<file path="src/shared/router_pkg.sv">
// Constants for the physical address router: register indices and fields.
package router_pkg;
    // Register indices on the model-specific register port.
    localparam logic [2:0] IDX_IO_BASE0 = 3'h0;
    localparam logic [2:0] IDX_IO_MASK0 = 3'h1;
    localparam logic [2:0] IDX_IO_BASE1 = 3'h2;
    localparam logic [2:0] IDX_IO_MASK1 = 3'h3;
    localparam logic [2:0] IDX_LOW_CEIL = 3'h4;
    localparam logic [2:0] IDX_HIGH_CEIL = 3'h5;
    localparam logic [2:0] IDX_SYSTEM_CONFIGURATION_REGISTER = 3'h6;
    // Field positions.
    localparam int WR_DRAM_BIT = 3;
    localparam int RD_DRAM_BIT = 4;
    localparam int VALID_BIT = 11;
    localparam int RANGE_LSB = 12;
    localparam int CEIL_LSB = 23;
    localparam int PA_MAX = 52;
    localparam int LOW_EN_BIT = 20;
    localparam int HIGH_EN_BIT = 21;
    localparam int FOUR_GB_BIT = 32;
    // Reset values.
    localparam logic [63:0] REG_RESET = 64'h0000_0000_0000_0000;
    // Memory type encodings.
    localparam logic [2:0] MT_UC = 3'h0;
    localparam logic [2:0] MT_WC = 3'h1;
    localparam logic [2:0] MT_WT = 3'h4;
    localparam logic [2:0] MT_WP = 3'h5;
    localparam logic [2:0] MT_WB = 3'h6;
endpackage

</file>
<file path="src/hw/physical_address_router.sv">
// Physical address router: I/O ranges and memory ceilings select dram or mmio.
`timescale 1ns/1ps

// Notes on behaviour
// - Range hit: write bit picks dram or mmio.
// - Range hit: read bit picks dram or mmio.
// - Base field bits 51:12, low bits zero.
// - Mask valid bit 11 enables the pair.
// - Mask field bits 51:12, variable-range style.
// - Exactly two ranges, each base/mask pair.
// - All range fields read and write.
// - Range overlap with type uses combination table.
// - Low ceiling splits below 4 GB.
// - High ceiling splits above 4 GB.
// - Ceiling overlap with type uses combination table.
// - Ceilings hold bits 51:23, others ignored.
// - Config bit 20 enables low ceiling.
// - Config bit 21 enables high ceiling.
// - Disabled ceilings default to mmio.
// - Fewer address bits narrow the fields.
// - Type codes 0,1,4,5,6 are UC,WC,WT,WP,WB.
module physical_address_router #(
    parameter int PA_BITS = 52
) (
    // Clock and reset.
    input wire logic clk,
    input wire logic resetn,
    // Model-specific register port.
    input wire logic reg_write,
    input wire logic reg_read,
    input wire logic [2:0] reg_index,
    input wire logic [63:0] reg_wdata,
    output logic [63:0] reg_rdata,
    output logic reg_ack,
    output logic reg_fault,
    // Access request from the load/store path.
    input wire logic acc_valid,
    input wire logic acc_write,
    input wire logic [PA_BITS-1:0] acc_addr,
    input wire logic [2:0] acc_type,
    // Routing answer.
    output logic route_valid,
    output logic route_to_dram,
    output logic [2:0] route_type,
    output logic route_reserved
);
    import router_pkg::*;

    localparam int FW = PA_BITS - RANGE_LSB;
    localparam int CW = PA_BITS - CEIL_LSB;

    ////////////////////////////////////////////////////////////////////////
    logic [FW-1:0] base_field [2];
    logic [FW-1:0] mask_field [2];
    logic [1:0] write_to_dram;
    logic [1:0] read_from_dram;
    logic [1:0] range_valid;
    logic [CW-1:0] low_ceil;
    logic [CW-1:0] high_ceil;
    logic low_ceiling_enable;
    logic high_ceiling_enable;

    // Membership as in the variable-range type registers.
    function automatic logic range_hit(input logic [FW-1:0] a,
                                       input logic [FW-1:0] b,
                                       input logic [FW-1:0] m);
        range_hit = (a & m) == (b & m);
    endfunction

    // Only the listed cells of the combination table are defined.
    function automatic logic combo_reserved(input logic rd, input logic wr,
                                            input logic [2:0] t);
        logic known;
        known = (t == MT_UC) || (t == MT_WC) || (t == MT_WT) ||
                (t == MT_WP) || (t == MT_WB);
        case ({rd, wr})
            2'b00: combo_reserved = !known || t == MT_WB;
            2'b01: combo_reserved = t != MT_UC;
            2'b10: combo_reserved = !(t == MT_UC || t == MT_WP);
            2'b11: combo_reserved = !known || t == MT_WP;
            default: combo_reserved = 1'b1;
        endcase
    endfunction

    ////////////////////////////////////////////////////////////////////////
    // Register port decode.
    function automatic logic write_at(input logic strobe,
                                      input logic [2:0] idx,
                                      input logic [2:0] want);
        write_at = strobe && idx == want;
    endfunction

    wire logic [FW-1:0] wr_field = reg_wdata[PA_BITS-1:RANGE_LSB];
    wire logic [CW-1:0] wr_ceil = reg_wdata[PA_BITS-1:CEIL_LSB];
    wire logic index_ok = reg_index <= IDX_SYSTEM_CONFIGURATION_REGISTER;
    wire logic sel_base0 = write_at(reg_write, reg_index, IDX_IO_BASE0);
    wire logic sel_base1 = write_at(reg_write, reg_index, IDX_IO_BASE1);
    wire logic sel_mask0 = write_at(reg_write, reg_index, IDX_IO_MASK0);
    wire logic sel_mask1 = write_at(reg_write, reg_index, IDX_IO_MASK1);
    wire logic sel_low = write_at(reg_write, reg_index, IDX_LOW_CEIL);
    wire logic sel_high = write_at(reg_write, reg_index, IDX_HIGH_CEIL);
    wire logic sel_config = write_at(reg_write, reg_index, IDX_SYSTEM_CONFIGURATION_REGISTER);
    wire logic [1:0] sel_base = {sel_base1, sel_base0};
    wire logic [1:0] sel_mask = {sel_mask1, sel_mask0};

    // Base registers of both ranges.
    always_ff @(posedge clk)
    begin
        for (int n = 0; n < 2; n++)
        begin
            if (!resetn)
            begin
                base_field[n] <= '0;
                write_to_dram[n] <= 1'b0;
                read_from_dram[n] <= 1'b0;
            end
            else if (sel_base[n])
            begin
                base_field[n] <= wr_field;
                write_to_dram[n] <= reg_wdata[WR_DRAM_BIT];
                read_from_dram[n] <= reg_wdata[RD_DRAM_BIT];
            end
        end
    end

    // Mask registers of both ranges; a pair stays off until validated.
    always_ff @(posedge clk)
    begin
        for (int n = 0; n < 2; n++)
        begin
            if (!resetn)
            begin
                mask_field[n] <= '0;
                range_valid[n] <= 1'b0;
            end
            else if (sel_mask[n])
            begin
                mask_field[n] <= wr_field;
                range_valid[n] <= reg_wdata[VALID_BIT];
            end
        end
    end

    // Ceilings keep only their aligned bits, so reserved bits cost nothing.
    always_ff @(posedge clk)
    begin
        if (!resetn)
            low_ceil <= '0;
        else if (sel_low)
            low_ceil <= wr_ceil;
    end

    always_ff @(posedge clk)
    begin
        if (!resetn)
            high_ceil <= '0;
        else if (sel_high)
            high_ceil <= wr_ceil;
    end

    always_ff @(posedge clk)
    begin
        if (!resetn)
        begin
            low_ceiling_enable <= 1'b0;
            high_ceiling_enable <= 1'b0;
        end
        else if (sel_config)
        begin
            low_ceiling_enable <= reg_wdata[LOW_EN_BIT];
            high_ceiling_enable <= reg_wdata[HIGH_EN_BIT];
        end
    end

    // Read images; fields outside those held read as zero.
    function automatic logic [63:0] base_image(input logic [FW-1:0] f,
                                               input logic wr,
                                               input logic rd);
        base_image = REG_RESET;
        base_image[PA_BITS-1:RANGE_LSB] = f;
        base_image[WR_DRAM_BIT] = wr;
        base_image[RD_DRAM_BIT] = rd;
    endfunction

    function automatic logic [63:0] mask_image(input logic [FW-1:0] f,
                                               input logic v);
        mask_image = REG_RESET;
        mask_image[PA_BITS-1:RANGE_LSB] = f;
        mask_image[VALID_BIT] = v;
    endfunction

    function automatic logic [63:0] ceil_image(input logic [CW-1:0] c);
        ceil_image = REG_RESET;
        ceil_image[PA_BITS-1:CEIL_LSB] = c;
    endfunction

    wire logic [63:0] image_base0 =
        base_image(base_field[0], write_to_dram[0], read_from_dram[0]);
    wire logic [63:0] image_base1 =
        base_image(base_field[1], write_to_dram[1], read_from_dram[1]);
    wire logic [63:0] image_mask0 =
        mask_image(mask_field[0], range_valid[0]);
    wire logic [63:0] image_mask1 =
        mask_image(mask_field[1], range_valid[1]);
    wire logic [63:0] image_low = ceil_image(low_ceil);
    wire logic [63:0] image_high = ceil_image(high_ceil);
    logic [63:0] image_config;
    always_comb
    begin
        image_config = REG_RESET;
        image_config[LOW_EN_BIT] = low_ceiling_enable;
        image_config[HIGH_EN_BIT] = high_ceiling_enable;
    end

    logic [63:0] rd_view;
    always_comb
    begin
        case (reg_index)
            IDX_IO_BASE0: rd_view = image_base0;
            IDX_IO_BASE1: rd_view = image_base1;
            IDX_IO_MASK0: rd_view = image_mask0;
            IDX_IO_MASK1: rd_view = image_mask1;
            IDX_LOW_CEIL: rd_view = image_low;
            IDX_HIGH_CEIL: rd_view = image_high;
            IDX_SYSTEM_CONFIGURATION_REGISTER: rd_view = image_config;
            default: rd_view = REG_RESET;
        endcase
    end

    wire logic reg_strobe = reg_read || reg_write;
    wire logic read_ok = reg_read && index_ok;
    // Idle and unmapped cycles return zero so a stale word never leaks.
    always_ff @(posedge clk)
    begin
        if (!resetn)
        begin
            reg_rdata <= REG_RESET;
            reg_ack <= 1'b0;
            reg_fault <= 1'b0;
        end
        else
        begin
            reg_rdata <= read_ok ? rd_view : REG_RESET;
            reg_ack <= reg_strobe;
            reg_fault <= reg_strobe && !index_ok;
        end
    end

    ////////////////////////////////////////////////////////////////////////
    // Routing decision.
    wire logic [FW-1:0] addr_field = acc_addr[PA_BITS-1:RANGE_LSB];
    wire logic [CW-1:0] addr_ceil = acc_addr[PA_BITS-1:CEIL_LSB];
    wire logic above_4g = |acc_addr[PA_BITS-1:FOUR_GB_BIT];
    wire logic hit0 = range_valid[0] &&
        range_hit(addr_field, base_field[0], mask_field[0]);
    wire logic hit1 = range_valid[1] &&
        range_hit(addr_field, base_field[1], mask_field[1]);
    // Ceilings are compared in whole 8-Mbyte blocks.
    function automatic logic below_ceiling(input logic [CW-1:0] a,
                                           input logic [CW-1:0] c);
        below_ceiling = a < c;
    endfunction

    wire logic any_hit = hit0 || hit1;
    // Overlapping ranges are unspecified; range 0 simply takes precedence.
    wire logic hit_rd = hit0 ? read_from_dram[0] : read_from_dram[1];
    wire logic hit_wr = hit0 ? write_to_dram[0] : write_to_dram[1];
    wire logic low_dram = low_ceiling_enable && !above_4g &&
        below_ceiling(addr_ceil, low_ceil);
    wire logic high_dram = high_ceiling_enable && above_4g &&
        below_ceiling(addr_ceil, high_ceil);
    wire logic ceil_dram = low_dram || high_dram;
    // A range hit overrides the ceilings for the whole access.
    wire logic eff_rd = any_hit ? hit_rd : ceil_dram;
    wire logic eff_wr = any_hit ? hit_wr : ceil_dram;
    wire logic next_to_dram = acc_write ? eff_wr : eff_rd;
    wire logic next_reserved = combo_reserved(eff_rd, eff_wr,
                                              acc_type);

    // The access is forwarded as seen; the decision rides beside it.
    always_ff @(posedge clk)
    begin
        if (!resetn)
        begin
            route_valid <= 1'b0;
            route_type <= MT_UC;
        end
        else
        begin
            route_valid <= acc_valid;
            route_type <= acc_type;
        end
    end

    always_ff @(posedge clk)
    begin
        if (!resetn)
        begin
            route_to_dram <= 1'b0;
            route_reserved <= 1'b0;
        end
        else
        begin
            route_to_dram <= next_to_dram;
            route_reserved <= next_reserved;
        end
    end
endmodule

</file>
<file path="config.mk">
export PLATFORM = sky130hd
export DESIGN_NAME = physical_address_router
export DESIGN_NICKNAME = d
export VERILOG_FILES = /design/src/shared/router_pkg.sv /design/src/hw/physical_address_router.sv
export SDC_FILE = /design/constraint.sdc
export NUM_CORES = 1
export LEC_CHECK = 0
export CORE_MARGIN = 5
export CORE_UTILIZATION = 55
export DETAILED_ROUTE_END_ITERATION = 10
export DONT_BUFFER_PORTS = 1
export PLACE_DENSITY = 0.66
export SETUP_SLACK_MARGIN = 0.2
export SLEW_MARGIN = 20
export SYNTH_ARGS = -nofsm -noshare
export SYNTH_HDL_FRONTEND = slang
export SYNTH_SLANG_ARGS = --single-unit
</file>
<file path="constraint.sdc">
create_clock -name clk -period 4.27 [get_ports clk]
set_input_delay 0.427 -clock clk [delete_from_list [all_inputs] [get_ports clk]]
set_output_delay 0.427 -clock clk [all_outputs]
set_load 0.05 [all_outputs]
</file>
==> flow_summary.yaml, run 1 <==
status:
  outcome: "finished clean"
global_routing:
  grt_pass1_wl_um: 64800
  grt_max_degree: 80
  overflow: 0
  grt_usage_pct: 30.4
  grt_pass1_vias: 10200
  antenna_found_initial: 0
worst_setup_path:
  critPathMostFrequentCell: "a21oi_1"
  crit_arrival_ps: 3740
  worstSetupPathType: "reg -> reg"
  path_max_fanout: 5
  endpoint_kind: "flop"
  required_ps: 4720
  worstSetupStartpointType: "flop"
  cpMaxStageDelayCell: "or4_4"
  cp_cell_sequence: "xor2_1 > a22oi_1 > nand4_1 > or4_4 > nor2_4 > a211oi_2 > a211o_1 > ha_1 > inv_1 > a21oi_1 > a21oi_1 > o211ai_1 > a21oi_1"
  critical_path.max_stage_delay_ps: 640
timing:
  setup_viol: 0
  hold_viol_final: 0
  fin_crit_ps: 3300
  slew_headroom_pct: 37.6
  min_period_over_period_pct: 77.2
  fmaxAchievable_mhz: 303
  setup-tns-final_ps: 0
  slew_violations: 0
  rsz0062_at_grt: "no"
  worst_pin_slew_ps: 937
  clock_skew_ps: 9.96
detailed_routing:
  vias: 10200
  via_per_inst: 6.24
  wl_um: 43900
  ant_nets: 0
  drtIter0Drc: 1150
  drcViolationCount: 0
  wl_per_cell_um: 26.8
  first_pass_iters: 5
clock_tree:
  cts_tree: "done"
  cts_resized: 0
  insertion_delay_ps: 560
  post-cts-setup-buffers: 0
  numClockSinks: 277
  numCtsBuffers: 30
  clockBufferDepth: 3
  cts_root_buf: "clkbuf_16"
  holdBufCountCts: 24
  clk_pin_slew_worst_paths_ps: 60
  htree_levels: 1
floorplan:
  fp.dieH_um: 168
  coreArea_um2: 24400
  rows: 57
  initial_utilization_pct: 56.1
  die_area_um2: 28100
  die_w_um: 168
  ios: 200
final_layout:
  final_nets: 1477
  diodes: 0
  layout_common_cells: "and2_1 (168), edfxtp_1 (160), a22oi_1 (147)"
  drive_above_1_share_pct: 6.93
  mostFrequentLayoutCell: "and2_1"
  num-fill-cells: 1990
  area_growth_pct: 11.2
power_and_ir_drop:
  vdd_ir_drop_max_mv: 0.353
  power_density_nw_per_um2: 418
  p_leak_nw: 5.39
  power.total_mw: 6.37
job:
  cap_viol_max_count: 0
synthesis:
  yosysSeqAreaShare_pct: 52.2
  synth-async-reset-ratio_pct: 0
  ys_seq_elements: 277
  yosys_warnings: 0
  synthFlopType: "edfxtp_1"
  synth-edff-count: 160
  synth.largest_area_cell: "edfxtp_1"
  yosysUniqueCellTypes: 51
  synth_area_per_cell_um2: 10.7
  synth.area.top_cells: "edfxtp_1 (35%), dfxtp_1 (17%), a22oi_1 (8.1%)"
  netlist_area_um2: 13700
  synth_top_area_share_pct: 35.1
  synthCells: 1282
hold_path:
  hold_class: "in -> reg"
placed_design:
  hpwl_um: 28100
  portBuffers: 0
  gp_congestion: 0.877
## routing by layer
metal / vias to the layer above / share of wire, % / track usage (%)
met1: 4958 / 38 / 39.5
met5: - / 0 / 0
met2: 596 / 47 / 50.3
met3: 103 / 11 / 7.76
li1: 4570 / - / -
met4: 0 / 3.2 / 9.07
## power breakdown
group          internal, mW  total (mW)  switching (mW)
clock                  1.63        2.70            1.06
sequential             2.96        3.11           0.151
combinational         0.194       0.557           0.363
total                  4.79        6.37            1.58
## logic make-up after synthesis
| logic type | count (synthesis) | share of synthesized area [%] |
|---|---|---|
| adders and majority gates | 59 | 5.39 |
| and+or+nand+nor | 396 | 15.7 |
| DFF | 277 | 52.2 |
| buffers and inverters | 151 | 4.74 |
| other | 1 | 0.0274 |
| muxes | 2 | 0.329 |
| xor gates and xnor gates | 80 | 5.17 |
| AOI/OAI and AO/OA | 316 | 16.4 |
## worst max-delay path, delay by kind of cell (launching register included)
family	cells	cell delay, ps
compound gates	7	1170
buf+inv	1	50
simple gates	3	1020
fa+ha+maj	1	330
xor+xnor	1	200
flops	1	400
## metrics by stage
| stage | instances | util, % | instance area [um2] | hold WS [ps] | worst slack [ps] |
|---|---|---|---|---|---|
| floorplan | 1302 | - | 13800 | 443 | 1490 |
| global placement | 1558 | 57.2 | 14000 | 460 | 1080 |
| detailed placement | 1558 | 57.2 | 14000 | 463 | 1030 |
| CTS | 1638 | 62.4 | 15200 | 0.188 | 1040 |
| global route | 1638 | 62.4 | 15200 | 1.41 | 671 |
| finish | 1638 | 62.4 | 15200 | 5.49 | 973 |
## cells in the mapped netlist (4+ instances only)
library cell / count
nor2b_1: 7
ha_1: 59
edfxtp_1: 160
and3_1: 4
o21ai_1: 4
nor2_1: 16
a22oi_1: 147
a21boi_1: 20
a22o_1: 4
nand2_1: 145
dfxtp_1: 117
o21ai_0: 9
xor2_1: 79
a21oi_1: 32
nand4_1: 20
nor4_1: 7
and2_1: 169
clkbuf_1: 65
inv_1: 61
a21boi_0: 40
nand3_1: 5
buf_4: 21
nor3_1: 5
a31oi_1: 31
a21o_1: 16
## final cells by class
type	count	area, um2	area share [%]
clock buffers	42	857	5.63
repair buffers	46	418	2.74
flip-flops and latches	277	7150	46.9
well taps	324	405	2.66
multi-input cells	874	6000	39.4
inverters	61	229	1.50
clock inverters	14	169	1.11
## registers in the layout, indices dropped and copies added (netlist names)
| signal | cells |
|---|---|
| base_field | 80 |
| high_ceil | 29 |
| high_ceiling_enable | 1 |
| low_ceil | 29 |
| low_ceiling_enable | 1 |
| mask_field | 80 |
| range_valid | 2 |
| read_from_dram | 2 |
| reg_ack | 1 |
| reg_fault | 1 |
| reg_rdata | 43 |
| route_reserved | 1 |
| route_to_dram | 1 |
| route_type | 3 |
| route_valid | 1 |
| write_to_dram | 2 |
## final timing paths
check / slack [ps] / cells after the start / end / from
min: 5 / 2 / low_ceil[2] / reg_wdata[25]
max: 970 / 13 / route_reserved / base_field[0][7]
max reg2reg: 970 / 13 / route_reserved / base_field[0][7]
min reg2reg: 470 / 2 / low_ceil[5] / low_ceil[5]
(Power assumes the default switching activity.)
==> run 2, diff against run 1 <==
- ABC_AREA: not set -> 1
- PLACE_DENSITY: 0.66 -> 0.69
- clock period: 4.27 -> 3 ns (I/O delays scaled with it)
==> run 2 against run 1 <==
Worst setup slack worse by 550 ps; power up 47%; synthesized cell count up 39%; via count grew 22%; largest cell class unchanged; highest routed layer unchanged; routed wire length increased by 3.1%; synthesized area is 4.7% higher; largest power group unchanged.
==> flow_summary.yaml, run 2 <==
final_layout:
  multiInputGateArea_um2: 5920
  seqCellArea_um2: 7150
  top_regs: "base_field x80, mask_field x80, reg_rdata x43"
  final_nets: 2024
  drive_above_1_share_pct: 5.80
  num-fill-cells: 2189
  layout_common_cells: "nand2_1 (394), nor2_1 (285), inv_1 (241)"
  diodes: 0
  mostFrequentLayoutCell: "nand2_1"
  area_growth_pct: 13.8
hold_path:
  whs_endpoint: "mask_field[1][38]"
  hold_class: "in -> reg"
  hold_depth: 2
  hp-start: "reg_wdata[50]"
synthesis:
  synthFlopType: "edfxtp_1"
  synthCells: 1777
  synth-async-reset-ratio_pct: 0
  ys_seq_elements: 277
  synth.largest_area_cell: "edfxtp_1"
  yosysUniqueCellTypes: 38
  synth-edff-count: 160
  synth_area_per_cell_um2: 8.07
  yosysSeqAreaShare_pct: 49.9
  synth_common_cells: "nand2_1 (398), nor2_1 (287), inv_1 (241), edfxtp_1 (160), dfxtp_1 (117)"
  netlist_area_um2: 14300
  yosysMostFrequentCell: "nand2_1"
  synth.area.top_cells: "edfxtp_1 (34%), dfxtp_1 (16%), nand2_1 (10%)"
  yosys_warnings: 0
  synth_top_area_share_pct: 33.5
timing:
  fmaxAchievable_mhz: 389
  slew_headroom_pct: 46.8
  hold_viol_final: 0
  rsz0062_at_grt: "no"
  min_period_over_period_pct: 85.8
  clock_skew_ps: 14.7
  slew_violations: 0
  fin_hold_ws_ps: 19.9
  worst_pin_slew_ps: 796
  setup-tns-final_ps: 0
  setup_viol: 0
  fin_crit_ps: 2570
worst_setup_path:
  critical_path.max_stage_delay_ps: 320
  worstSetupPathType: "reg -> reg"
  reg2reg_slack_ps: 430
  timing.rr.start: "low_ceil[20]"
  r2r_end: "route_reserved"
  reg2reg_depth: 14
  required_ps: 3460
  critPathBufInv: 2
  cp_cell_sequence: "inv_1 > ha_1 > a21oi_1 > o21ai_0 > nor2_1 > nand2_1 > a21oi_2 > nor2_2 > nor2_4 > inv_1 > ha_1 > o21ai_0 > a21oi_1 > o21a_1"
  worstSetupStartpointType: "flop"
  crit_arrival_ps: 3030
  crit_family: "compound AO/OA/AOI/OAI gates"
  path_max_fanout: 4
  cpMaxStageDelayCell: "ha_1"
  endpoint_kind: "flop"
floorplan:
  ios: 200
  initial_utilization_pct: 55.5
  fp.dieH_um: 171
  die_area_um2: 29400
  die_w_um: 171
  coreArea_um2: 25800
  rows: 59
detailed_routing:
  drcViolationCount: 0
  drtIter0Drc: 1383
  wl_um: 45200
  wl_per_cell_um: 20.6
  via_per_inst: 5.70
  ant_nets: 0
  first_pass_iters: 6
  vias: 12500
global_routing:
  antenna_found_initial: 0
  grt_usage_pct: 30.5
  grt_pass1_vias: 12100
  overflow: 0
  grt_pass1_wl_um: 68800
  grt_max_degree: 63
clock_tree:
  clk_pin_slew_worst_paths_ps: 60
  numCtsBuffers: 31
  cts_root_buf: "clkbuf_16"
  htree_levels: 1
  post-cts-setup-buffers: 0
  insertion_delay_ps: 560
  cts_tree: "done"
  numClockSinks: 277
  clockBufferDepth: 3
placed_design:
  hpwl_um: 30400
  gp_congestion: 0.898
  portBuffers: 0
power_and_ir_drop:
  p_leak_nw: 6.91
  power.total_mw: 9.36
  power_density_nw_per_um2: 573
  vdd_ir_drop_max_mv: 0.452
job:
  cap_viol_max_count: 0
status:
  outcome: "finished clean"
[run 2: layer usage]
layer | wire (um) | vias to the layer above | global-route usage (%)
li1 | - | 5923 | -
met5 | 0 | - | 0
met2 | 21100 | 668 | 50.7
met3 | 4960 | 124 | 5.65
met4 | 1580 | 0 | 9.75
met1 | 17600 | 5805 | 40.7
[run 2: how the worst max path moves through the flow]
stage / endpoint / from / slack [ps] / cells after the start
after floorplan: base_field[1][0] / reg_index[2] / 540 / 5
after CTS: route_reserved / high_ceil[24] / 320 / 18
after global routing: route_reserved / high_ceil[20] / 200 / 17
after detailed placement: route_reserved / high_ceil[24] / 330 / 18
after global placement: route_reserved / high_ceil[24] / 350 / 18
final: route_reserved / low_ceil[20] / 430 / 14
[run 2: logic make-up after synthesis]
family	share of synthesized area, %
simple gates	23.5
flops	49.9
buf+inv	10.0
compound gates	11.5
fa+ha+maj	5.15
other cells	0.0262
[run 2: per-stage QoR]
stage	cell area (um2)	utilization (%)	instances	setup WS, ps
CTS	16300	63.0	2196	315
global placement	14600	56.6	2078	355
finish	16300	63.2	2196	426
floorplan	14400	-	1797	545
global route	16300	63.2	2196	202
detailed placement	14600	56.6	2078	331
[run 2: layout make-up]
type | count | share of cell area, %
repair buffers | 90 | 5.34
multi-input cells | 1188 | 36.3
clock buffers | 42 | 5.13
well taps | 335 | 2.57
clock inverters | 15 | 1.18
inverters | 249 | 5.73
flip-flops and latches | 277 | 43.8
[run 2: worst reg2reg max path, delay by kind of cell, from the launching register on]
kind / cells / cell delay, ps
fa+ha+maj: 2 / 620
simple gates: 4 / 600
compound gates: 6 / 810
buf+inv: 2 / 130
flops: 1 / 310
[run 2: repair_timing]
item	in CTS	in global routing
hold endpoints to repair	187	0
hold buffers	61	0
endpoints found under the setup margin	0	1
resized for setup	0	8
[run 2: power breakdown]
part	internal (mW)	total (mW)	switching, mW	leakage (nW)
logic	0.340	1.08	0.745	3.92
registers	4.22	4.41	0.190	2.50
clock network	2.30	3.86	1.56	0.495
total	6.86	9.36	2.50	6.91
